## src/hdl/msr_pkg.sv

```systemverilog
package msr_pkg;
  // register offsets
  localparam logic [7:0] ADDR_STATUS = 8'h10;
  localparam logic [7:0] ADDR_SPEED_HI = 8'h11;
  localparam logic [7:0] ADDR_SPEED_LO = 8'h12;
  localparam logic [7:0] ADDR_PERIOD_HI = 8'h13;
  localparam logic [7:0] ADDR_PERIOD_LO = 8'h14;
  localparam logic [7:0] ADDR_KT_HI = 8'h15;
  localparam logic [7:0] ADDR_KT_LO = 8'h16;
  localparam logic [7:0] ADDR_SECTOR = 8'h19;
  localparam logic [7:0] ADDR_RAIL = 8'h1A;
  localparam logic [7:0] ADDR_REQ_LEVEL = 8'h1B;
  localparam logic [7:0] ADDR_APP_LEVEL = 8'h1C;
  // status field positions
  localparam int STAT_THERMAL_BIT = 7;
  localparam int STAT_SLEEP_BIT = 6;
  localparam int STAT_CURRENT_BIT = 5;
  localparam int STAT_LOCKED_BIT = 4;
  // reset values
  localparam logic [7:0] RST_BYTE = 8'h00;
  localparam logic [15:0] RST_WORD = 16'h0000;
  // open-loop tach options
  localparam logic [1:0] TACH_OL_TOGGLE = 2'h0;
  localparam logic [1:0] TACH_OL_HIGH = 2'h1;
  localparam logic [1:0] TACH_OL_FIRST = 2'h2;
  // timing: one period count is 10 us at 100 MHz
  localparam int CLK_PERIOD_NS = 10;
  localparam int PERIOD_LSB_US = 10;
  localparam int TICK_CYCLES = (PERIOD_LSB_US * 1000) / CLK_PERIOD_NS;
  localparam logic [9:0] TICK_LAST = 10'(TICK_CYCLES - 1);
  // speed counts = 10 per Hz, so speed = 10 / (period * 10e-6) = 1e6 / period
  localparam int SPEED_PER_HZ = 10;
  localparam logic [19:0] SPEED_NUMER = 20'(SPEED_PER_HZ * 100000);
  localparam logic [4:0] DIV_STEPS = 5'h13;
  // sector codes for 0..300 degrees in 60 degree steps
  localparam logic [7:0] SECTOR_CODE [6] = '{8'h00, 8'h2B, 8'h55, 8'h80, 8'hAB, 8'hD5};

  typedef struct packed {
    logic thermal_alarm;
    logic sleep_standby;
    logic excess_current;
    logic lock_trip;
  } msr_flags_t;

  typedef struct packed {
    logic [15:0] bemf_constant;
    logic bemf_valid;
    logic [2:0] sector_index;
    logic [7:0] advance_offset;
    logic position_done;
    logic [7:0] rail_sample;
    logic rail_valid;
    logic [7:0] requested_level;
    logic [7:0] applied_level;
  } msr_meas_t;

  typedef struct packed {
    logic rd_en;
    logic [7:0] addr;
  } msr_rd_req_t;
endpackage

```

## src/hdl/msr_motor_status_readback.sv

```systemverilog
`timescale 1ns/1ps
module msr_motor_status_readback
  import msr_pkg::*;
(
  input wire logic clk_in,
  input wire logic rst_n_in,
  input wire msr_pkg::msr_flags_t flags_in,
  input wire msr_pkg::msr_meas_t meas_in,
  input wire logic spinning_in,
  input wire logic zero_cross_in,
  input wire logic open_loop_in,
  input wire logic drive_toggle_in,
  input wire logic start_in,
  input wire logic [1:0] open_loop_tach_select_in,
  input wire msr_pkg::msr_rd_req_t rd_req_in,
  output logic [7:0] rd_data_out,
  output logic tach_pulse_out
);
  import msr_pkg::*;

  typedef enum logic [1:0] {
    MSR_DIV_IDLE = 2'b01,
    MSR_DIV_RUN = 2'b10
  } msr_div_state_t;

  function automatic logic [7:0] msr_sector_code(input logic [2:0] idx, input logic [7:0] adv);
    logic [7:0] base;
    base = (idx < 3'd6) ? SECTOR_CODE[idx] : RST_BYTE;
    return base + adv;
  endfunction

  logic thermal_alarm_flag_q, thermal_alarm_flag_d, sleep_flag_q, sleep_flag_d;
  logic excess_current_flag_q, excess_current_flag_d, rotor_locked_flag_q, rotor_locked_flag_d;
  logic [15:0] period_q, period_d, period_cnt_q, period_cnt_d, speed_q, speed_d, kt_q, kt_d;
  logic [9:0] tick_q, tick_d;
  logic [7:0] sector_q, sector_d, rail_q, rail_d, req_level_q, req_level_d;
  logic [7:0] app_level_q, app_level_d, low_byte_snapshot_q, low_byte_snapshot_d;
  logic [7:0] rd_data_q, rd_data_d;
  msr_div_state_t div_state_q, div_state_d;
  logic [19:0] div_num_q, div_num_d, div_quo_q, div_quo_d;
  logic [16:0] div_rem_q, div_rem_d, rem_shift;
  logic [15:0] div_den_q, div_den_d;
  logic [4:0] div_cnt_q, div_cnt_d;
  logic tach_q, tach_d, seen_start_q, seen_start_d, later_start_q, later_start_d;

  always_comb
  begin
    thermal_alarm_flag_d = flags_in.thermal_alarm;
    sleep_flag_d = flags_in.sleep_standby;
    excess_current_flag_d = flags_in.excess_current;
    rotor_locked_flag_d = rotor_locked_flag_q;
    if (start_in)
      rotor_locked_flag_d = 1'b0;
    if (flags_in.lock_trip)
      rotor_locked_flag_d = 1'b1;
    tick_d = tick_q;
    period_cnt_d = period_cnt_q;
    period_d = period_q;
    if (spinning_in)
    begin
      tick_d = (tick_q == TICK_LAST) ? 10'h000 : tick_q + 10'h001;
      if (tick_q == TICK_LAST && period_cnt_q != 16'hFFFF)
      begin
        period_cnt_d = period_cnt_q + 16'h0001;
      end
      if (zero_cross_in)
      begin
        period_d = period_cnt_q;
        period_cnt_d = RST_WORD;
        tick_d = 10'h000;
      end
    end
    else
    begin
      tick_d = 10'h000;
      period_cnt_d = RST_WORD;
    end
    kt_d = kt_q;
    if (meas_in.bemf_valid)
      kt_d = meas_in.bemf_constant;
    sector_d = sector_q;
    if (meas_in.position_done)
      sector_d = msr_sector_code(meas_in.sector_index, meas_in.advance_offset);
    rail_d = rail_q;
    if (meas_in.rail_valid)
      rail_d = meas_in.rail_sample;
    req_level_d = meas_in.requested_level;
    app_level_d = meas_in.applied_level;
  end

  always_ff @(posedge clk_in)
  begin
    if (!rst_n_in)
    begin
      thermal_alarm_flag_q <= 1'b0;
      sleep_flag_q <= 1'b0;
      excess_current_flag_q <= 1'b0;
      rotor_locked_flag_q <= 1'b0;
      tick_q <= 10'h000;
      period_cnt_q <= RST_WORD;
      period_q <= RST_WORD;
      kt_q <= RST_WORD;
      sector_q <= RST_BYTE;
      rail_q <= RST_BYTE;
      req_level_q <= RST_BYTE;
      app_level_q <= RST_BYTE;
    end
    else
    begin
      thermal_alarm_flag_q <= thermal_alarm_flag_d;
      sleep_flag_q <= sleep_flag_d;
      excess_current_flag_q <= excess_current_flag_d;
      rotor_locked_flag_q <= rotor_locked_flag_d;
      tick_q <= tick_d;
      period_cnt_q <= period_cnt_d;
      period_q <= period_d;
      kt_q <= kt_d;
      sector_q <= sector_d;
      rail_q <= rail_d;
      req_level_q <= req_level_d;
      app_level_q <= app_level_d;
    end
  end

  // speed = 1e6 / period, restoring division
  always_comb
  begin
    div_state_d = div_state_q;
    div_num_d = div_num_q;
    div_rem_d = div_rem_q;
    div_quo_d = div_quo_q;
    div_den_d = div_den_q;
    div_cnt_d = div_cnt_q;
    speed_d = speed_q;
    rem_shift = {div_rem_q[15:0], div_num_q[19]};
    unique case (div_state_q)
      MSR_DIV_IDLE:
      begin
        if (spinning_in && zero_cross_in && period_cnt_q != RST_WORD)
        begin
          div_state_d = MSR_DIV_RUN;
          div_num_d = SPEED_NUMER;
          div_rem_d = 17'h0_0000;
          div_quo_d = 20'h0_0000;
          div_den_d = period_cnt_q;
          div_cnt_d = DIV_STEPS;
        end
      end
      MSR_DIV_RUN:
      begin
        div_num_d = {div_num_q[18:0], 1'b0};
        if (rem_shift >= {1'b0, div_den_q})
        begin
          div_rem_d = rem_shift - {1'b0, div_den_q};
          div_quo_d = {div_quo_q[18:0], 1'b1};
        end
        else
        begin
          div_rem_d = rem_shift;
          div_quo_d = {div_quo_q[18:0], 1'b0};
        end
        div_cnt_d = div_cnt_q - 5'h01;
        if (div_cnt_q == 5'h00)
        begin
          div_state_d = MSR_DIV_IDLE;
          speed_d = (div_quo_d[19:16] != 4'h0) ? 16'hFFFF : div_quo_d[15:0];
        end
      end
    endcase
  end

  always_ff @(posedge clk_in)
  begin
    if (!rst_n_in)
    begin
      div_state_q <= MSR_DIV_IDLE;
      div_num_q <= 20'h0_0000;
      div_rem_q <= 17'h0_0000;
      div_quo_q <= 20'h0_0000;
      div_den_q <= RST_WORD;
      div_cnt_q <= 5'h00;
      speed_q <= RST_WORD;
    end
    else
    begin
      div_state_q <= div_state_d;
      div_num_q <= div_num_d;
      div_rem_q <= div_rem_d;
      div_quo_q <= div_quo_d;
      div_den_q <= div_den_d;
      div_cnt_q <= div_cnt_d;
      speed_q <= speed_d;
    end
  end

  always_comb
  begin
    low_byte_snapshot_d = low_byte_snapshot_q;
    rd_data_d = rd_data_q;
    if (rd_req_in.rd_en)
    begin
      unique case (rd_req_in.addr)
        ADDR_STATUS:
        begin
          rd_data_d = RST_BYTE;
          rd_data_d[STAT_THERMAL_BIT] = thermal_alarm_flag_q;
          rd_data_d[STAT_SLEEP_BIT] = sleep_flag_q;
          rd_data_d[STAT_CURRENT_BIT] = excess_current_flag_q;
          rd_data_d[STAT_LOCKED_BIT] = rotor_locked_flag_q;
        end
        ADDR_SPEED_HI:
        begin
          rd_data_d = speed_q[15:8];
          low_byte_snapshot_d = speed_q[7:0];
        end
        ADDR_PERIOD_HI:
        begin
          rd_data_d = period_q[15:8];
          low_byte_snapshot_d = period_q[7:0];
        end
        ADDR_KT_HI:
        begin
          rd_data_d = kt_q[15:8];
          low_byte_snapshot_d = kt_q[7:0];
        end
        // low reads use the held snapshot
        ADDR_SPEED_LO, ADDR_PERIOD_LO, ADDR_KT_LO: rd_data_d = low_byte_snapshot_q;
        ADDR_SECTOR: rd_data_d = sector_q;
        ADDR_RAIL: rd_data_d = rail_q;
        ADDR_REQ_LEVEL: rd_data_d = req_level_q;
        ADDR_APP_LEVEL: rd_data_d = app_level_q;
        default: rd_data_d = RST_BYTE;
      endcase
    end
  end

  always_ff @(posedge clk_in)
  begin
    if (!rst_n_in)
    begin
      low_byte_snapshot_q <= RST_BYTE;
      rd_data_q <= RST_BYTE;
    end
    else
    begin
      low_byte_snapshot_q <= low_byte_snapshot_d;
      rd_data_q <= rd_data_d;
    end
  end

  always_comb
  begin
    seen_start_d = seen_start_q;
    later_start_d = later_start_q;
    tach_d = tach_q;
    if (start_in)
    begin
      seen_start_d = 1'b1;
      later_start_d = seen_start_q;
    end
    if (rotor_locked_flag_q)
    begin
      tach_d = 1'b1;
    end
    else if (open_loop_in && open_loop_tach_select_in == TACH_OL_HIGH)
    begin
      tach_d = 1'b1;
    end
    else if (open_loop_in && open_loop_tach_select_in == TACH_OL_FIRST && later_start_q)
    begin
      tach_d = 1'b1;
    end
    else if (drive_toggle_in)
    begin
      tach_d = ~tach_q;
    end
  end

  always_ff @(posedge clk_in)
  begin
    if (!rst_n_in)
    begin
      seen_start_q <= 1'b0;
      later_start_q <= 1'b0;
      tach_q <= 1'b1;
    end
    else
    begin
      seen_start_q <= seen_start_d;
      later_start_q <= later_start_d;
      tach_q <= tach_d;
    end
  end

  assign rd_data_out = rd_data_q;
  assign tach_pulse_out = tach_q;
endmodule

```

## config.mk

```make
export PLATFORM = sky130hd
export DESIGN_NAME = msr_motor_status_readback
export DESIGN_NICKNAME = d
export VERILOG_FILES = /design/src/hdl/msr_pkg.sv /design/src/hdl/msr_motor_status_readback.sv
export SDC_FILE = /design/constraint.sdc
export NUM_CORES = 1
export LEC_CHECK = 0
export ABC_AREA = 1
export BUFFER_PORTS_ARGS = -buffer_cell sky130_fd_sc_hd__buf_2
export CORE_UTILIZATION = 40
export CTS_CLUSTER_DIAMETER = 60
export DETAILED_ROUTE_END_ITERATION = 6
export PLACE_DENSITY = 0.56
export RECOVER_POWER = 50
export SETUP_SLACK_MARGIN = 0.02
export SLEW_MARGIN = 20
export SYNTH_ARGS = -nofsm -noshare
export SYNTH_HDL_FRONTEND = slang
export SYNTH_SLANG_ARGS = --single-unit
```

## constraint.sdc

```tcl
create_clock -name clk_in -period 5.4 [get_ports clk_in]
set_input_delay 0.54 -clock clk_in [delete_from_list [all_inputs] [get_ports clk_in]]
set_output_delay 0.54 -clock clk_in [all_outputs]
set_load 0.05 [all_outputs]
```

==> impl_metrics.yaml, run 1 <==
place:
  place_area_mm2: 0.01059
  dp_hpwl_mm: 17.88
  gp_congestion: 0.8778
  port_buffers: 84
clocking:
  post-cts-setup-buffers: 0
  cts_hold_buf: 0
  clk_latency_ns: 0.52
  clock_path_buffers: 3
  clk_pin_slew_ns: 0.06
  cts_buffers: 24
  cts_root_buffer: "clkbuf_16"
  cts_tree: "done"
  cts_num_sinks: 201
  htreeDepth: 1
  cts_resized: 0
global_routing:
  grt.total_usage_pct: 19.85
  grt_antenna_before_repair: 0
  grt_max_degree: 110
  overflow: 0
  grt_pass1_wl_mm: 42.53
  grt_pass1_vias: 8520
die:
  num_rows: 57
  die_area_mm2: 0.02572
  die_h_um: 160.4
  ios: 85
  start_util_pct: 41.02
  die_x_um: 160.4
  core_mm2: 0.02446
worst_setup_path:
  critPathMaxStageDelay_ns: 1.21
  cp.buffers_inverters: 3
  critPathLaunchType: "primary input"
  path_cells: "clkbuf_1 > inv_1 > clkbuf_1 > a211oi_1 > o221ai_1"
  reg2reg_to: "div_rem_q[13]$_SDFFE_PN0P_"
  slowest_stage: "clkbuf_1"
  cp_max_fo: 35
  cp-end-kind: "flip-flop"
  rrSetupSlack_ns: 2.74
  rr_worst_depth: 14
  r2r-start: "div_den_q[10]$_SDFFE_PN0P_"
  critical_path.top_delay_family: "buffers and inverters"
  path_class: "in2reg"
  cp.arrival_ns: 3.11
  cp_data_required_time_ns: 5.84
  cp_common_cell: "clkbuf_1"
logic_synthesis:
  seq_area_frac_synth_pct: 40.10
  synth-seq-cells: 201
  synth_edf_count: 0
  syn_area_mm2: 0.01003
  synth_area_leaders: "dfxtp_1 40%, nand2_1 14%, inv_1 6.2%"
  yosysTopAreaCellShare_pct: 40.10
  netlist_instances: 1429
  yosysTopAreaCell: "dfxtp_1"
  yosys_warnings: 0
  synth_ff_type: "dfxtp_1"
  syn_nets: 1538
  synth_commonest_cells: "362 x nand2_1, 201 x dfxtp_1, 166 x inv_1"
  synth_async_sr_flop_share_pct: 0
  syn_area_per_cell_um2: 7.022
  synth_most_common_cell: "nand2_1"
  synth.distinct_cells: 45
power_and_ir_drop:
  leakage_nw: 5.148
  ir_drop_uv: 179.1
  powerDensity_mw_per_mm2: 302.0
sta:
  rsz0062_at_grt: "no"
  period_minus_slack_ns: 2.674
  final-setup-viol-count: 0
  skew_ns: 0.009330
  final-hold-violation-count: 0
  fmax_ghz: 0.3740
  max_slew.worst_pin.slew_ns: 1.558
  drv_slew: 33
  fin_setup_tns_ns: 0
  relSlewSlack_pct: -3.878
  period_share_pct: 49.51
finish:
  finalNetCount: 1597
  areaGrowthSynthToFinish_pct: 13.17
  final_area_mm2: 0.01136
  diodes: 0
  drive_gt1_share_pct: 10.84
route:
  drc_errors: 0
  drt-vias-per-instance: 4.955
  drtPass1Iterations: 5
  vias: 9053
  routedWlPerCell_um: 13.94
  dr.first_iter.drc_count: 615
  ant_nets: 0
  finalWirelength_mm: 25.46
hold_path:
  hold_path_class: "in2reg"
  min_to: "app_level_q[5]$_SDFF_PN0_"
  min_from: "meas_in[5]"
  min_path_cells: 3
outcome:
  violations: "max-capacitance violations, max-slew violations"
  status: "finished, violations left"
run:
  maxCapViolCount: 1
-- registers in the layout, indices dropped and copies added (netlist names), 5 cells and up --
name / flops
period_cnt_q: 16
kt_q: 16
low_byte_snapshot_q: 8
req_level_q: 8
sector_q: 8
div_quo_q: 19
div_rem_q: 16
tick_q: 10
period_q: 16
app_level_q: 8
rail_q: 8
rd_data_out: 8
div_num_q: 14
div_cnt_q: 5
speed_q: 16
div_den_q: 16
-- worst reg2reg max path, stage by stage (launching register included) --
cell and delay (ns):
dfxtp_1 0.31, inv_1 0.05, ha_1 0.36, nand2_1 0.10
nand2_1 0.06, nand2_1 0.06, nand2_1 0.06, nand2_1 0.06
nand2_1 0.05, nor2_2 0.53, nand2_2 0.39, nand2_1 0.27
nand2_1 0.08, nand2_1 0.07, a21oi_2 0.05
-- through the flow --
| stage | power [mW] | hold WS, ns | instances | setup slack, ns | utilization, % |
|---|---|---|---|---|---|
| after floorplan | 1.778 | 0.4245 | 1429 | 3.133 | - |
| after global placement | 1.857 | 0.4446 | 1786 | 2.548 | 43.30 |
| after detailed placement | 1.860 | 0.4489 | 1786 | 2.428 | 43.30 |
| after CTS | 3.480 | 0.1774 | 1827 | 2.802 | 46.53 |
| after global routing | 3.581 | 0.1871 | 1827 | 2.450 | 46.42 |
| final | 3.430 | 0.1956 | 1827 | 2.726 | 46.42 |
-- routing by layer --
layer / vias to the layer above / GRT usage [%] / part of all wire [%]
met2: 156 / 31.07 / 43
met3: 33 / 2.324 / 4.1
met4: 0 / 4.805 / 1.6
li1: 4766 / - / -
met5: - / 0 / 0
met1: 4098 / 28.89 / 51
-- worst max path at each step --
stage,to,depth (start not counted),slack [ns],from
final,tach_pulse_out$_SDFFE_PP1P_,5,2.73,rst_n_in
after CTS,div_rem_q[13]$_SDFFE_PN0P_,14,2.80,div_den_q[10]$_SDFFE_PN0P_
after global placement,div_den_q[14]$_SDFFE_PN0P_,6,2.55,zero_cross_in
after floorplan,sector_q[6]$_SDFFE_PN0P_,14,3.13,meas_in[34]
after detailed placement,div_den_q[6]$_SDFFE_PN0P_,6,2.43,zero_cross_in
after global routing,div_rem_q[15]$_SDFFE_PN0P_,14,2.45,div_den_q[10]$_SDFFE_PN0P_
-- final cells by class --
type	instances	area (um2)
multi-input combinational	1002	5056
inverter	170	638.1
clock buffer	31	666.9
fill	2586	13110
timing repair buffer	89	440.4
sequential	201	4024
clock inverter	10	125.1
tap	324	405.4
-- power breakdown --
group          internal (mW)  leakage [nW]  switching [mW]
registers               1.54          1.64          0.0285
logic                 0.0894          3.13           0.173
clock network          0.966         0.376           0.637
-- cells in the final DEF (no fill, tap or decap), drive strengths merged --
master    Yosys  layout
bufinv        0       2
o21ai        88      88
o221ai        2       2
buf          27      77
fa            2       2
inv         169     169
nor3b         3       3
or2           8       8
nand2       369     369
o211ai        9       9
clkinvlp      0       4
clkinv        1       5
xnor2         5       5
nand3b       12      12
and2          2       2
nand4        22      22
clkbuf       28      43
nor4          7       7
nor2        145     145
a21oi       121     121
nor3         19      19
xor2         16      16
o221a        15      15
nand3       122     122
ha           31      31
a211oi        2       2
a21boi        1       1
a21o          1       1
dfxtp       201     201
-- cells by family after synthesis --
logic type | share of synthesized area, %
buffers and inverters | 9.414
XOR/XNOR | 1.833
flip-flops | 40.10
AO/OA/AOI/OAI | 13.67
adder cells (fa/ha/maj) | 4.264
AND/OR/NAND/NOR | 30.72
Note: power is estimated with default switching activity, not from simulation.
==> run 2, diff against run 1 <==
--- a/config.mk
+++ b/config.mk
@@ -10,7 +10,7 @@
 export CORE_UTILIZATION = 40
 export CTS_CLUSTER_DIAMETER = 60
 export DETAILED_ROUTE_END_ITERATION = 6
-export PLACE_DENSITY = 0.56
+export PLACE_DENSITY = 0.58
 export RECOVER_POWER = 50
 export SETUP_SLACK_MARGIN = 0.02
 export SLEW_MARGIN = 20
==> constraint.sdc (replaced) <==
create_clock -name clk_in -period 2.44 [get_ports clk_in]
set_input_delay 0.244 -clock clk_in [delete_from_list [all_inputs] [get_ports clk_in]]
set_output_delay 0.244 -clock clk_in [all_outputs]
set_load 0.05 [all_outputs]
==> run 2 against run 1 <==
Net effect: the flow still finishes with violations (max-capacitance violations, max-slew violations); sequential share of layout area shrank 1.8 points; power increased by 130%; cell count rose by 3.4%; sequential power grew 120%; die area did not move; flip-flop and latch count unchanged; combinational power grew to 2.5 times the previous value; non-clock buffer count is 58 higher; via count rose by 2.9%; worst setup slack lost 2.4 ns; global-route usage is 0.10 points higher; largest cell class unchanged.
==> impl_metrics.yaml, run 2 (synthesized netlist as in run 1, its figures left out) <==
outcome:
  status: "finished, violations left"
  violations: "max-capacitance violations, max-slew violations"
die:
  ios: 85
  start_util_pct: 41.02
  num_rows: 57
  die_x_um: 160.4
  core_mm2: 0.02446
  die_h_um: 160.4
  die_area_mm2: 0.02572
finish:
  max_flop_register: "div_quo_q"
  drive_gt1_share_pct: 11.50
  post-route-util_pct: 48.87
  final_common_cell: "nand2_1"
  final_cell_mix: "362 x nand2_1, 201 x dfxtp_1, 166 x inv_1"
  diodes: 0
  finalNetCount: 1656
  areaGrowthSynthToFinish_pct: 19.14
  largest_reg_flops: 19
  fill_cells: 2460
clocking:
  clk_pin_slew_ns: 0.06
  cts_resized: 0
  post-cts-setup-buffers: 0
  cts_hold_buf: 45
  htreeDepth: 1
  clk_latency_ns: 0.52
  cts_root_buffer: "clkbuf_16"
  cts_buffers: 25
  cts_num_sinks: 201
  clock_path_buffers: 3
  cts_tree: "done"
route:
  drc_errors: 0
  finalWirelength_mm: 25.44
  ant_nets: 0
  routedWlPerCell_um: 13.47
  drt-vias-per-instance: 4.930
  dr.first_iter.drc_count: 514
  drtPass1Iterations: 5
  vias: 9313
power_and_ir_drop:
  ir_drop_uv: 424.1
  seq_power_share_pct: 44.7
  p_int_mw: 5.844
  switching_share_pct: 24.44
  fin_total_pwr_mw: 7.734
  clockPowerShare_pct: 46.8
  leakage_nw: 5.443
  p_comb_share_pct: 8.5
  power.switching_mw: 1.890
  powerDensity_mw_per_mm2: 646.9
worst_setup_path:
  path_class: "reg2reg"
  cp.buffers_inverters: 2
  critical_path.top_delay_family: "simple AND/OR/NAND/NOR gates"
  path_cells: "inv_1 > ha_1 > nand2_1 > nor2_1 > nand3_1 > nand3_1 > nand2_2 > nand2_2 > buf_4 > nand2_1 > nand3_1 > a21oi_1"
  critPathMaxStageDelay_ns: 0.36
  cp_max_fo: 7
  cp_common_cell: "nand3_1"
  critPathLaunchType: "flip-flop"
  cp_data_required_time_ns: 2.78
  cp.arrival_ns: 2.46
  cp-end-kind: "flip-flop"
  slowest_stage: "ha_1"
sta:
  rsz0062_at_grt: "no"
  setup_slack_ns: 0.3188
  period_share_pct: 86.93
  final-setup-viol-count: 0
  fin_setup_tns_ns: 0
  final-hold-violation-count: 0
  drv_slew: 157
  relSlewSlack_pct: -21.51
  period_minus_slack_ns: 2.121
  hold_ws_ns: 0.02603
  max_slew.worst_pin.slew_ns: 1.823
  skew_ns: 0.02044
  fmax_ghz: 0.4714
hold_path:
  hold_path_class: "in2reg"
place:
  dp_hpwl_mm: 17.59
  dp_slack_ns: 0.2028
  port_buffers: 84
  gp_congestion: 0.8792
global_routing:
  grt_antenna_before_repair: 0
  grt_pass1_wl_mm: 43.00
  grt.total_usage_pct: 19.96
  grt_max_degree: 66
  overflow: 0
  grt_pass1_vias: 8765
run:
  maxCapViolCount: 3
[run 2: changes by cell type in the layout (fill, tap and decap cells not counted), sizes merged]
cell         before  now
clkinvlp          4    0
buf              77   88
dlygate4sd3       0   45
clkinv            5    8
inv             169  172
clkbuf           43   48
bufinv            2    1
[run 2: final timing paths]
kind | start | cells after the start | endpoint | slack (ns)
worst max-delay path | div_den_q[6]$_SDFFE_PN0P_ | 12 | div_rem_q[10]$_SDFFE_PN0P_ | 0.32
worst max register to register | div_den_q[6]$_SDFFE_PN0P_ | 12 | div_rem_q[10]$_SDFFE_PN0P_ | 0.32
worst min register to register | div_num_q[13]$_SDFFE_PN0P_ | 2 | div_num_q[13]$_SDFFE_PN0P_ | 0.46
worst min-delay path | open_loop_in | 3 | tach_pulse_out$_SDFFE_PP1P_ | 0.03
[run 2: layer usage]
layer / track usage [%] / share of wire (%) / vias up
li1: - / - / 4875
met1: 28.18 / 50 / 4229
met5: 0 / 0 / -
met2: 32.01 / 44 / 177
met3: 2.608 / 4.1 / 32
met4: 4.978 / 1.7 / 0
[run 2: layout make-up]
cell class | count | area, um2 | share of cell area (%)
clock buffers | 34 | 719.4 | 6.018
clock inverters | 11 | 101.3 | 0.8477
flip-flops and latches | 201 | 4024 | 33.66
well taps | 324 | 405.4 | 3.391
multi-input cells | 1002 | 5062 | 42.34
repair buffers | 147 | 1005 | 8.404
inverters | 170 | 638.1 | 5.338
[run 2: metrics by stage]
step / instances / cell area, um2
2_1_floorplan: 1429 / 10030
6_report: 1889 / 11960
3_3_place_gp: 1799 / 10730
5_1_grt: 1889 / 11960
4_1_cts: 1889 / 12000
3_5_place_dp: 1799 / 10730
[run 2: power groups by stage]
| stage | sequential (mW) | clock, mW | combinational, mW |
|---|---|---|---|
| after floorplan | 3.52 | 0 | 0.420 |
| after global placement | 3.53 | 0 | 0.597 |
| after detailed placement | 3.53 | 0 | 0.605 |
| after CTS | 3.46 | 3.71 | 0.663 |
| after global routing | 3.47 | 3.87 | 0.749 |
| final | 3.46 | 3.62 | 0.657 |
[run 2: worst reg2reg max path: stages, from the launching register on]
cell	delay, ns
dfxtp_1	0.30
inv_1	0.07
ha_1	0.36
nand2_1	0.14
nor2_1	0.15
nand3_1	0.11
nand3_1	0.15
nand2_2	0.07
nand2_2	0.16
buf_4	0.18
nand2_1	0.10
nand3_1	0.09
a21oi_1	0.06
==> run 3, diff against run 2 <==
--- a/config.mk
+++ b/config.mk
@@ -7,9 +7,11 @@
 export LEC_CHECK = 0
 export ABC_AREA = 1
 export BUFFER_PORTS_ARGS = -buffer_cell sky130_fd_sc_hd__buf_2
+export CORE_MARGIN = 8
 export CORE_UTILIZATION = 40
 export CTS_CLUSTER_DIAMETER = 60
 export DETAILED_ROUTE_END_ITERATION = 6
+export HOLD_SLACK_MARGIN = 0.15
 export PLACE_DENSITY = 0.58
 export RECOVER_POWER = 50
 export SETUP_SLACK_MARGIN = 0.02
==> run 3 against run 2 <==
Net effect: the flow now finishes without violations; cell count is 1.1% higher; sequential power barely moved; maximum frequency down 0.85%; critical path type unchanged; critical endpoint is now speed_q[12]$_SDFFE_PN0P_.
==> impl_metrics.yaml, run 3 (synthesized netlist as in run 1, its figures left out) <==
place:
  port_buffers: 84
  dp_hpwl_mm: 18.20
  place_inst: 1805
  dp_slack_ns: 0.1792
  place_area_mm2: 0.01072
  gp_congestion: 0.8709
power_and_ir_drop:
  switching_share_pct: 24.02
  power.switching_mw: 1.848
  p_comb_share_pct: 8.7
  leakage_nw: 5.486
  seq_power_share_pct: 45.0
  fin_total_pwr_mw: 7.692
  p_int_mw: 5.845
  powerDensity_mw_per_mm2: 636.1
  ir_drop_uv: 521.1
  clockPowerShare_pct: 46.3
sta:
  fin_setup_tns_ns: 0
  period_share_pct: 87.68
  relSlewSlack_pct: 25.62
  period_minus_slack_ns: 2.139
  skew_ns: 0.01016
  rsz0062_at_grt: "no"
  final-hold-violation-count: 0
  final-setup-viol-count: 0
  max_slew.worst_pin.slew_ns: 1.107
  setup_slack_ns: 0.3005
  drv_slew: 0
  fmax_ghz: 0.4674
worst_setup_path:
  critPathLaunchType: "flip-flop"
  cp_max_fo: 18
  path_class: "reg2reg"
  cp_data_required_time_ns: 2.84
  cp-end-kind: "flip-flop"
  cp.arrival_ns: 2.53
global_routing:
  grt.total_usage_pct: 17.02
  grt_max_degree: 110
  grt_pass1_wl_mm: 44.30
  grt.busiest_layer: "met2"
  globalRouteMet3Util_pct: 2.387
  gr-usage-met2_pct: 27.61
  grtUsageMet1_pct: 23.46
  overflow: 0
  grt_pass1_vias: 9040
  grt_antenna_before_repair: 1
route:
  finalWirelength_mm: 26.40
  dr.first_iter.drc_count: 637
  routedWlPerCell_um: 13.83
  ant_nets: 0
  drt-vias-per-instance: 4.872
  drtPass1Iterations: 5
  vias: 9301
  drc_errors: 0
die:
  die_h_um: 174.4
  num_rows: 58
  start_util_pct: 40.31
  core_mm2: 0.02489
  die_x_um: 174.4
  die_area_mm2: 0.03041
  ios: 85
finish:
  final_cell_mix: "363 x nand2_1, 201 x dfxtp_1, 166 x inv_1"
  finalNetCount: 1672
  final_area_mm2: 0.01209
  largest_reg_flops: 19
  final_cells: 1909
  diodes: 0
  drive_gt1_share_pct: 10.77
  max_flop_register: "div_quo_q"
  fill_cells: 2518
  areaGrowthSynthToFinish_pct: 20.51
  final_common_cell: "nand2_1"
clocking:
  cts_num_sinks: 201
  post-cts-setup-buffers: 0
  cts_tree: "done"
  cts_buffers: 24
  htreeDepth: 1
  clk_latency_ns: 0.51
  clk_pin_slew_ns: 0.06
  cts_root_buffer: "clkbuf_16"
  clock_path_buffers: 3
outcome:
  status: "completed"
hold_path:
  hold_path_class: "in2reg"
run:
  maxCapViolCount: 0
==> run 3: changes by cell type in the layout (fill, tap and decap cells not counted), sizes merged <==
cell         before  now
dlygate4sd3      45   62
inv             172  169
clkbuf           48   50
clkinv            8    6
bufinv            1    2
clkinvlp          0    3
buf              88   84
==> run 3: final timing paths <==
path                                                  from                          to  slack [ns]  cells after the start
worst max-delay path             div_cnt_q[2]$_SDFFE_PN0P_    speed_q[12]$_SDFFE_PN0P_        0.30                      5
worst min-delay path                           spinning_in    period_q[7]$_SDFFE_PN0P_        0.17                      3
worst max register to register   div_cnt_q[2]$_SDFFE_PN0P_    speed_q[12]$_SDFFE_PN0P_        0.30                      5
worst min register to register  div_num_q[13]$_SDFFE_PN0P_  div_num_q[13]$_SDFFE_PN0P_        0.45                      2
==> run 3: timing repair <==
action                     4_1_cts  5_1_grt
hold endpoints to repair        63        0
gates resized for setup          0        1
setup endpoints to repair        0       17
hold buffers                    62        0
==> run 3: power groups by stage <==
| stage | logic, mW | clock network (mW) | registers, mW |
|---|---|---|---|
| global route | 0.764 | 3.79 | 3.47 |
| global placement | 0.586 | 0 | 3.53 |
| floorplan | 0.420 | 0 | 3.52 |
| detailed placement | 0.591 | 0 | 3.53 |
| finish | 0.669 | 3.56 | 3.46 |
| CTS | 0.674 | 3.64 | 3.46 |
==> run 3: per-stage QoR <==
step           hold slack (ns)  util [%]
2_1_floorplan           0.3416         -
5_1_grt                 0.1990     48.58
3_3_place_gp            0.4319     43.07
6_report                0.1720     48.58
4_1_cts                 0.1565     48.75
3_5_place_dp            0.4334     43.07
==> run 3: final cells by class <==
type / count / area [um2] / share of cell area, %
Timing Repair Buffer: 164 / 1172 / 9.695
Clock buffer: 32 / 681.9 / 5.639
Multi-Input combinational cell: 1002 / 5052 / 41.78
Sequential cell: 201 / 4024 / 33.27
Tap cell: 330 / 412.9 / 3.414
Inverter: 170 / 638.1 / 5.277
Clock inverter: 10 / 111.4 / 0.9209
==> run 3: worst max-delay path, stage by stage, from the launching register on <==
cell,delay (ns)
dfxtp_1,0.34
or2_1,0.27
nor3_4,0.15
clkbuf_2,0.39
nand2_1,0.47
o221a_2,0.39
==> run 3: metal layers <==
layer  vias up  wire (um)
met3        32        903
met1      4218      13120
met2       144      11990
met5         -         10
li1       4905          -
met4         2        380
